$ cat config.mk
export PLATFORM = sky130hd
export DESIGN_NAME = tx_pause_frame_control
export DESIGN_NICKNAME = d
export VERILOG_FILES = /design/src/design/tx_pause_pkg.sv /design/src/design/tx_pause_frame_control.sv
export VERILOG_INCLUDE_DIRS = /design/src /design/src/design
export SDC_FILE = /design/constraint.sdc
export NUM_CORES = 1
export LEC_CHECK = 0
export BUFFER_PORTS_ARGS = -buffer_cell sky130_fd_sc_hd__buf_2
export CORE_MARGIN = 8
export CORE_UTILIZATION = 61
export DETAILED_ROUTE_END_ITERATION = 8
export HOLD_SLACK_MARGIN = 0.05
export PLACE_DENSITY = 0.87
export SLEW_MARGIN = 10
export SYNTH_ARGS = -nofsm -noshare
export SYNTH_HDL_FRONTEND = slang
export SYNTH_SLANG_ARGS = --single-unit
$ cat constraint.sdc
create_clock -name i_core_clk -period 5.5 [get_ports i_core_clk]
set_clock_uncertainty 0.15 [all_clocks]
set_input_delay 0.275 -clock i_core_clk [delete_from_list [all_inputs] [get_ports i_core_clk]]
set_output_delay 0.275 -clock i_core_clk [all_outputs]
set_load 0.005 [all_outputs]
$ cat src/design/tx_pause_params.svh
// offsets, reset values and timing figures of the transmit pause block
`ifndef TX_PAUSE_PARAMS_SVH
`define TX_PAUSE_PARAMS_SVH
// ============================================================
// register word indices (byte address is four times the index)
`define IDX_REVISION 12'h600
`define IDX_SCRATCH 12'h601
`define IDX_LABEL_0 12'h602
`define IDX_LABEL_1 12'h603
`define IDX_LABEL_2 12'h604
`define IDX_SEND_EN 12'h605
`define IDX_REQUEST 12'h606
`define IDX_REPEAT_EN 12'h607
`define IDX_REPEAT_IVL 12'h608
`define IDX_PAUSE_TIME 12'h609
`define IDX_QUEUE_SEL 12'h60a
// ============================================================
// reset values
`define RST_SCRATCH 32'h0000_0000
`define RST_QUANTA 16'hffff
`define RST_QUANTA_CNT 16'h0000
// arbitrary identity values
`define REVISION_VALUE 32'h0000_0001
`define LABEL_0_VALUE 32'h5446_4331
`define LABEL_1_VALUE 32'h5846_4332
`define LABEL_2_VALUE 32'h5046_4333
// ============================================================
// timing: one quantum is 512 bit times; clock cycles per quantum
`define QUANTUM_BITS 512
`define QUANTUM_CYCLES 1
`endif

$ cat src/design/tx_pause_pkg.sv
// types shared by the transmit pause block
package tx_pause_pkg;
  // ============================================================
  // register bus handshake state; code 1 keeps waitrequest high
  typedef enum logic [0:0] {
    BUS_WAIT = 1'b1,
    BUS_DONE = 1'b0
  } bus_state_e;
endpackage : tx_pause_pkg

$ cat src/design/tx_pause_frame_control.sv
// transmit pause frame control: xoff/xon insertion, repeat timers, register window
`timescale 1ns/1ps
`include "tx_pause_params.svh"

module tx_pause_frame_control import tx_pause_pkg::*; #(
  parameter int N_QUEUES = 1,
  parameter int QW = (N_QUEUES > 1) ? $clog2(N_QUEUES) : 1,
  parameter int QUANTUM_CYCLES = `QUANTUM_CYCLES
) (
  input wire logic i_core_clk,
  input wire logic i_nrst,
  input wire logic [13:0] i_avs_address,
  input wire logic i_avs_read,
  input wire logic i_avs_write,
  input wire logic [31:0] i_avs_writedata,
  output logic [31:0] o_avs_readdata,
  output logic o_avs_waitrequest,
  input wire logic [N_QUEUES-1:0] i_pause_request,
  input wire logic i_pause_ready,
  output logic o_pause_valid,
  output logic o_pause_xoff,
  output logic [QW-1:0] o_pause_queue,
  output logic [15:0] o_pause_time
);

  // ============================================================
  // register word decode
  function automatic logic hit(input logic [13:0] addr, input logic [11:0] idx);
    hit = (addr[13:2] == idx);
  endfunction : hit

  bus_state_e bus_q, bus_d;
  logic [31:0] rdata_q;
  logic [31:0] rdata_d;
  logic [31:0] scratch_q;
  logic [N_QUEUES-1:0] en_q, req_q, rep_q, off_q;
  logic [QW-1:0] qsel_q;
  logic [15:0] ivl_q [N_QUEUES];
  logic [15:0] ptime_q [N_QUEUES];
  logic [15:0] tmr_q [N_QUEUES];
  logic [15:0] qcnt_q;
  logic tick;
  logic valid_q, xoff_q;
  logic [QW-1:0] queue_q;
  logic [15:0] time_q;

  wire logic bus_req = i_avs_read | i_avs_write;
  wire logic bus_first = bus_req & (bus_q == BUS_WAIT);
  wire logic wr_acc = i_avs_write & (bus_q == BUS_DONE);
  wire logic qsel_ok = (32'(qsel_q) < N_QUEUES);
  wire logic [31:0] nmask = 32'((33'h1 << N_QUEUES) - 33'h1);

  // ============================================================
  // effective request and per-queue wants
  wire logic [N_QUEUES-1:0] active = req_q | i_pause_request;
  logic [N_QUEUES-1:0] want_off, want_on, want_rep;
  always_comb begin
    for (int i = 0; i < N_QUEUES; i++) begin
      want_off[i] = en_q[i] & active[i] & ~off_q[i];
      want_on[i] = en_q[i] & ~active[i] & off_q[i];
      want_rep[i] = en_q[i] & active[i] & off_q[i] & rep_q[i] & (tmr_q[i] == 16'h0);
    end
  end

  // lowest queue number with something to send wins
  logic sel_any, sel_xoff;
  logic [QW-1:0] sel_idx;
  always_comb begin
    sel_any = 1'b0;
    sel_xoff = 1'b0;
    sel_idx = '0;
    for (int i = N_QUEUES - 1; i >= 0; i--) begin
      if (want_off[i] | want_on[i] | want_rep[i]) begin
        sel_any = 1'b1;
        sel_xoff = ~want_on[i];
        sel_idx = QW'(i);
      end
    end
  end
  wire logic issue = sel_any & ~valid_q;

  // ============================================================
  // quantum tick divider
  wire logic [15:0] qcnt_last = 16'(QUANTUM_CYCLES - 1);
  assign tick = (qcnt_q == qcnt_last);
  always_ff @(posedge i_core_clk or negedge i_nrst) begin
    if (!i_nrst) qcnt_q <= `RST_QUANTA_CNT;
    else qcnt_q <= tick ? `RST_QUANTA_CNT : qcnt_q + 16'h1;
  end

  // ============================================================
  // read data mux
  always_comb begin
    rdata_d = 32'h0;
    if (hit(i_avs_address, `IDX_REVISION)) rdata_d = `REVISION_VALUE;
    if (hit(i_avs_address, `IDX_SCRATCH)) rdata_d = scratch_q;
    if (hit(i_avs_address, `IDX_LABEL_0)) rdata_d = `LABEL_0_VALUE;
    if (hit(i_avs_address, `IDX_LABEL_1)) rdata_d = `LABEL_1_VALUE;
    if (hit(i_avs_address, `IDX_LABEL_2)) rdata_d = `LABEL_2_VALUE;
    if (hit(i_avs_address, `IDX_SEND_EN)) rdata_d = 32'(en_q);
    if (hit(i_avs_address, `IDX_REQUEST)) rdata_d = 32'(req_q);
    if (hit(i_avs_address, `IDX_REPEAT_EN)) rdata_d = 32'(rep_q);
    if (hit(i_avs_address, `IDX_QUEUE_SEL)) rdata_d = 32'(qsel_q);
    if (hit(i_avs_address, `IDX_REPEAT_IVL) && qsel_ok) rdata_d = 32'(ivl_q[qsel_q]);
    if (hit(i_avs_address, `IDX_PAUSE_TIME) && qsel_ok) rdata_d = 32'(ptime_q[qsel_q]);
  end

  // bus handshake: one wait cycle, then answer
  assign bus_d = bus_first ? BUS_DONE : BUS_WAIT;
  always_ff @(posedge i_core_clk or negedge i_nrst) begin
    if (!i_nrst) begin
      bus_q <= BUS_WAIT;
      rdata_q <= 32'h0;
    end else begin
      bus_q <= bus_d;
      if (bus_first) rdata_q <= rdata_d;
    end
  end
  assign o_avs_waitrequest = bus_q[0];
  assign o_avs_readdata = rdata_q;

  // ============================================================
  // flat control registers
  always_ff @(posedge i_core_clk or negedge i_nrst) begin
    if (!i_nrst) begin
      scratch_q <= `RST_SCRATCH;
      en_q <= '1;
      req_q <= '0;
      rep_q <= '1;
      qsel_q <= '0;
    end else if (wr_acc) begin
      if (hit(i_avs_address, `IDX_SCRATCH)) scratch_q <= i_avs_writedata;
      if (hit(i_avs_address, `IDX_SEND_EN)) en_q <= N_QUEUES'(i_avs_writedata & nmask);
      if (hit(i_avs_address, `IDX_REQUEST)) req_q <= N_QUEUES'(i_avs_writedata & nmask);
      if (hit(i_avs_address, `IDX_REPEAT_EN)) rep_q <= N_QUEUES'(i_avs_writedata & nmask);
      if (hit(i_avs_address, `IDX_QUEUE_SEL)) qsel_q <= QW'(i_avs_writedata);
    end
  end

  // per-queue tables, repeat timers and sent-xoff state
  always_ff @(posedge i_core_clk or negedge i_nrst) begin
    if (!i_nrst) begin
      for (int i = 0; i < N_QUEUES; i++) begin
        ivl_q[i] <= `RST_QUANTA;
        ptime_q[i] <= `RST_QUANTA;
        tmr_q[i] <= `RST_QUANTA_CNT;
      end
      off_q <= '0;
    end else begin
      for (int i = 0; i < N_QUEUES; i++) begin
        if (issue && sel_idx == QW'(i)) tmr_q[i] <= ivl_q[i];
        else if (tick && tmr_q[i] != 16'h0) tmr_q[i] <= tmr_q[i] - 16'h1;
        if (wr_acc && qsel_q == QW'(i)) begin
          if (hit(i_avs_address, `IDX_REPEAT_IVL)) ivl_q[i] <= i_avs_writedata[15:0];
          if (hit(i_avs_address, `IDX_PAUSE_TIME)) ptime_q[i] <= i_avs_writedata[15:0];
        end
      end
      if (issue) off_q[sel_idx] <= sel_xoff;
    end
  end

  // ============================================================
  // frame request to the transmit datapath, held until taken
  always_ff @(posedge i_core_clk or negedge i_nrst) begin
    if (!i_nrst) begin
      valid_q <= 1'b0;
      xoff_q <= 1'b0;
      queue_q <= '0;
      time_q <= 16'h0;
    end else if (issue) begin
      valid_q <= 1'b1;
      xoff_q <= sel_xoff;
      queue_q <= sel_idx;
      time_q <= sel_xoff ? ptime_q[sel_idx] : 16'h0;
    end else if (i_pause_ready) begin
      valid_q <= 1'b0;
    end
  end
  assign o_pause_valid = valid_q;
  assign o_pause_xoff = xoff_q;
  assign o_pause_queue = queue_q;
  assign o_pause_time = time_q;
endmodule : tx_pause_frame_control

==> flow_summary.yaml <==
timing:
  timing.fmax_mhz: 309.5
  worstMarginPinSlew_ns: 1.015
  hold_viol: 0
  post-route-period-util_pct: 58.74
  rsz0062_at_grt: "false"
  fin_crit_ns: 3.231
  fin_setup_tns_ns: 0
  setup_viol: 0
  finalWorstSetupSlack_ns: 2.269
  drv_slew: 0
  max_slew_margin_pct: 32.23
cts:
  cts_tree: "built"
  cts_made_buffers: 17
  ctsRootBufferMaster: "clkbuf_8"
  cts_buffer_depth: 2
  cts.clk_slew.worst_paths_ns: 0.06
  cts_sinks: 151
  worstSkewPairLatency_ns: 0.54
  htree_levels: 4
  cts_resized: 0
yosys:
  ys.flop_type: "dfrtp_1"
  syn_area_per_cell_um2: 11.76
  seq_area_frac_synth_pct: 57.11
  synthDistinctLibCells: 57
  synth_area_leader_cell: "dfrtp_1"
  async_flop_share_pct: 100.0
  synth_area_leaders: "dfrtp_1 (43%), dfstp_2 (14%), mux2_2 (12%)"
  yosysWarnings: 0
  synth_top_area_share_pct: 43.37
  ys_ff_latch: 151
  synth-edff-count: 0
  synth.cell_area_mm2: 0.006693
  synth_cells: 569
  synth_nets: 624
layout:
  fillCellCount: 600
  num-nets-final: 750
  most-common-layout-cells: "dfrtp_1 (116), buf_2 (99), mux2_2 (71), nand2_1 (48), dfstp_2 (35)"
  multi_input_area_mm2: 0.002703
  antenna_cells: 0
  area.sequential_mm2: 0.003822
  final_common_cell: "dfrtp_1"
  syn_to_final_growth_pct: 23.13
  drive_above_1_share_pct: 37.01
floorplan:
  rows: 38
  die_w_um: 120.7
  start_util_pct: 62.01
  coreArea_mm2: 0.01079
  pin_count: 104
  die_h_um: 120.7
  dieArea_mm2: 0.01458
placed_design:
  place_ws_ns: 2.116
  numPortBuffers: 100
  routabilityCongestion: 0.8965
  place_hpwl_mm: 10.66
drt:
  drtIter0Drc: 408
  routed_via_density: 6.206
  wl_mm: 17.95
  first_pass_iters: 5
  ant_nets: 0
  wl_per_cell_um: 21.17
  drc: 0
  num_vias: 5263
global_routing:
  grt_usage_pct: 25.33
  antenna_found_initial: 1
  gr-total-overflow: 0
  grt_pass1_wl_mm: 29.04
  grt_max_degree: 110
  grt_pass1_vias: 5589
power:
  p_per_area_mw_per_mm2: 320.8
  power_leakage_nw: 3.945
  ir_worst_vdd_mv: 0.2086
status:
  outcome: "finished, final reports clean"
setup_path:
  required_ns: 5.82
  start_kind: "register"
  crit_fanout: 17
  crit_path_end_kind: "register"
  arrival_ns: 3.55
  worstSetupPathType: "reg2reg"
min_path:
  hp-class: "in2reg"
run:
  drv_cap: 0
[power by group]
| part | internal (W) | leakage [nW] | switching (W) |
|---|---|---|---|
| Combinational | 0.000114 | 1.72 | 0.000135 |
| Sequential | 0.00117 | 1.93 | 0.0000595 |
| Clock | 0.000689 | 0.290 | 0.000478 |
[cell usage after synthesis (11+ instances only)]
library cell,number
o21ai_0,34
inv_1,14
nand2_1,48
dfstp_2,35
nor2_1,31
a21oi_1,26
mux2_2,71
a22o_1,16
dfrtp_1,116
nor3_1,11
xnor2_1,19
clkbuf_1,21
[final cells by class]
cell class              instances  share of cell area (%)
well taps                     140                   2.126
multi-input cells             371                   32.80
inverters                      14                  0.6377
clock buffers                  20                   5.527
clock inverters                12                   1.701
flip-flops and latches        151                   46.39
repair buffers                140                   10.83
[worst max-delay path, stage by stage, from the launching register on]
cell and delay [ns]:
dfrtp_1 0.46, or4_4 0.58, or3_1 0.49, nor3_4 0.31, nand2_2 0.11, a211oi_4 0.81
a22o_1 0.25
[stage by stage]
stage          util (%)  total power (W)  cell area (um^2)  instances  hold WS [ns]
5_1_grt           76.35         0.002723              8240        848       0.08833
3_3_place_gp      67.63         0.001436              7300        782        0.3073
3_5_place_dp      67.63         0.001453              7300        782        0.3140
4_1_cts           76.30         0.002638              8235        848       0.06427
2_1_floorplan         -         0.001357              6693        569       -0.1706
6_report          76.35         0.002643              8240        848       0.08854
[logic make-up (layout without fill, tap and decap cells)]
kind of cell	Yosys count	count (layout)	synth area share [%]
adders and majority gates	3	3	0.5609
xor gates and xnor gates	24	24	3.141
buffers and inverters	47	186	2.991
other	1	1	0.05603
muxes	82	82	13.70
AOI/OAI and AO/OA	112	112	11.18
and+or+nand+nor	149	149	11.25
DFF	151	151	57.11
[state kept, by name (all words and copies together), names as in the netlist, 16 cells and up]
signal	flops
o_avs_readdata	32
scratch_q	32
ivl_q	16
o_pause_time	16
ptime_q	16
qcnt_q	16
tmr_q	16
[path summary, 6_finish.rpt]
check,startpoint,to,slack [ns],depth (start not counted)
min in group asynchronous,i_nrst,o_pause_valid,0.29,2
setup / recovery,tmr_q[7],o_pause_time[14],2.27,6
hold / removal,i_pause_request,o_pause_valid,0.09,4
max in group asynchronous,i_nrst,ivl_q[14],3.78,3
hold reg to reg,o_avs_readdata[15],o_avs_readdata[15],0.33,1
setup reg to reg,tmr_q[7],o_pause_time[14],2.27,6
[layer usage]
metal,vias to the layer above,global-route usage [%],part of all wire [%]
li1,2278,-,-
met1,2664,29.61,39
met2,256,42.51,51
met3,63,6.387,6.6
met4,2,13.11,3.3
met5,-,0,0.045
[timing repair]
action | CTS | global route
setup buffers | 0 | 0
hold endpoints to repair | 153 | 0
hold buffers | 34 | 0
(Power assumes the default switching activity.)
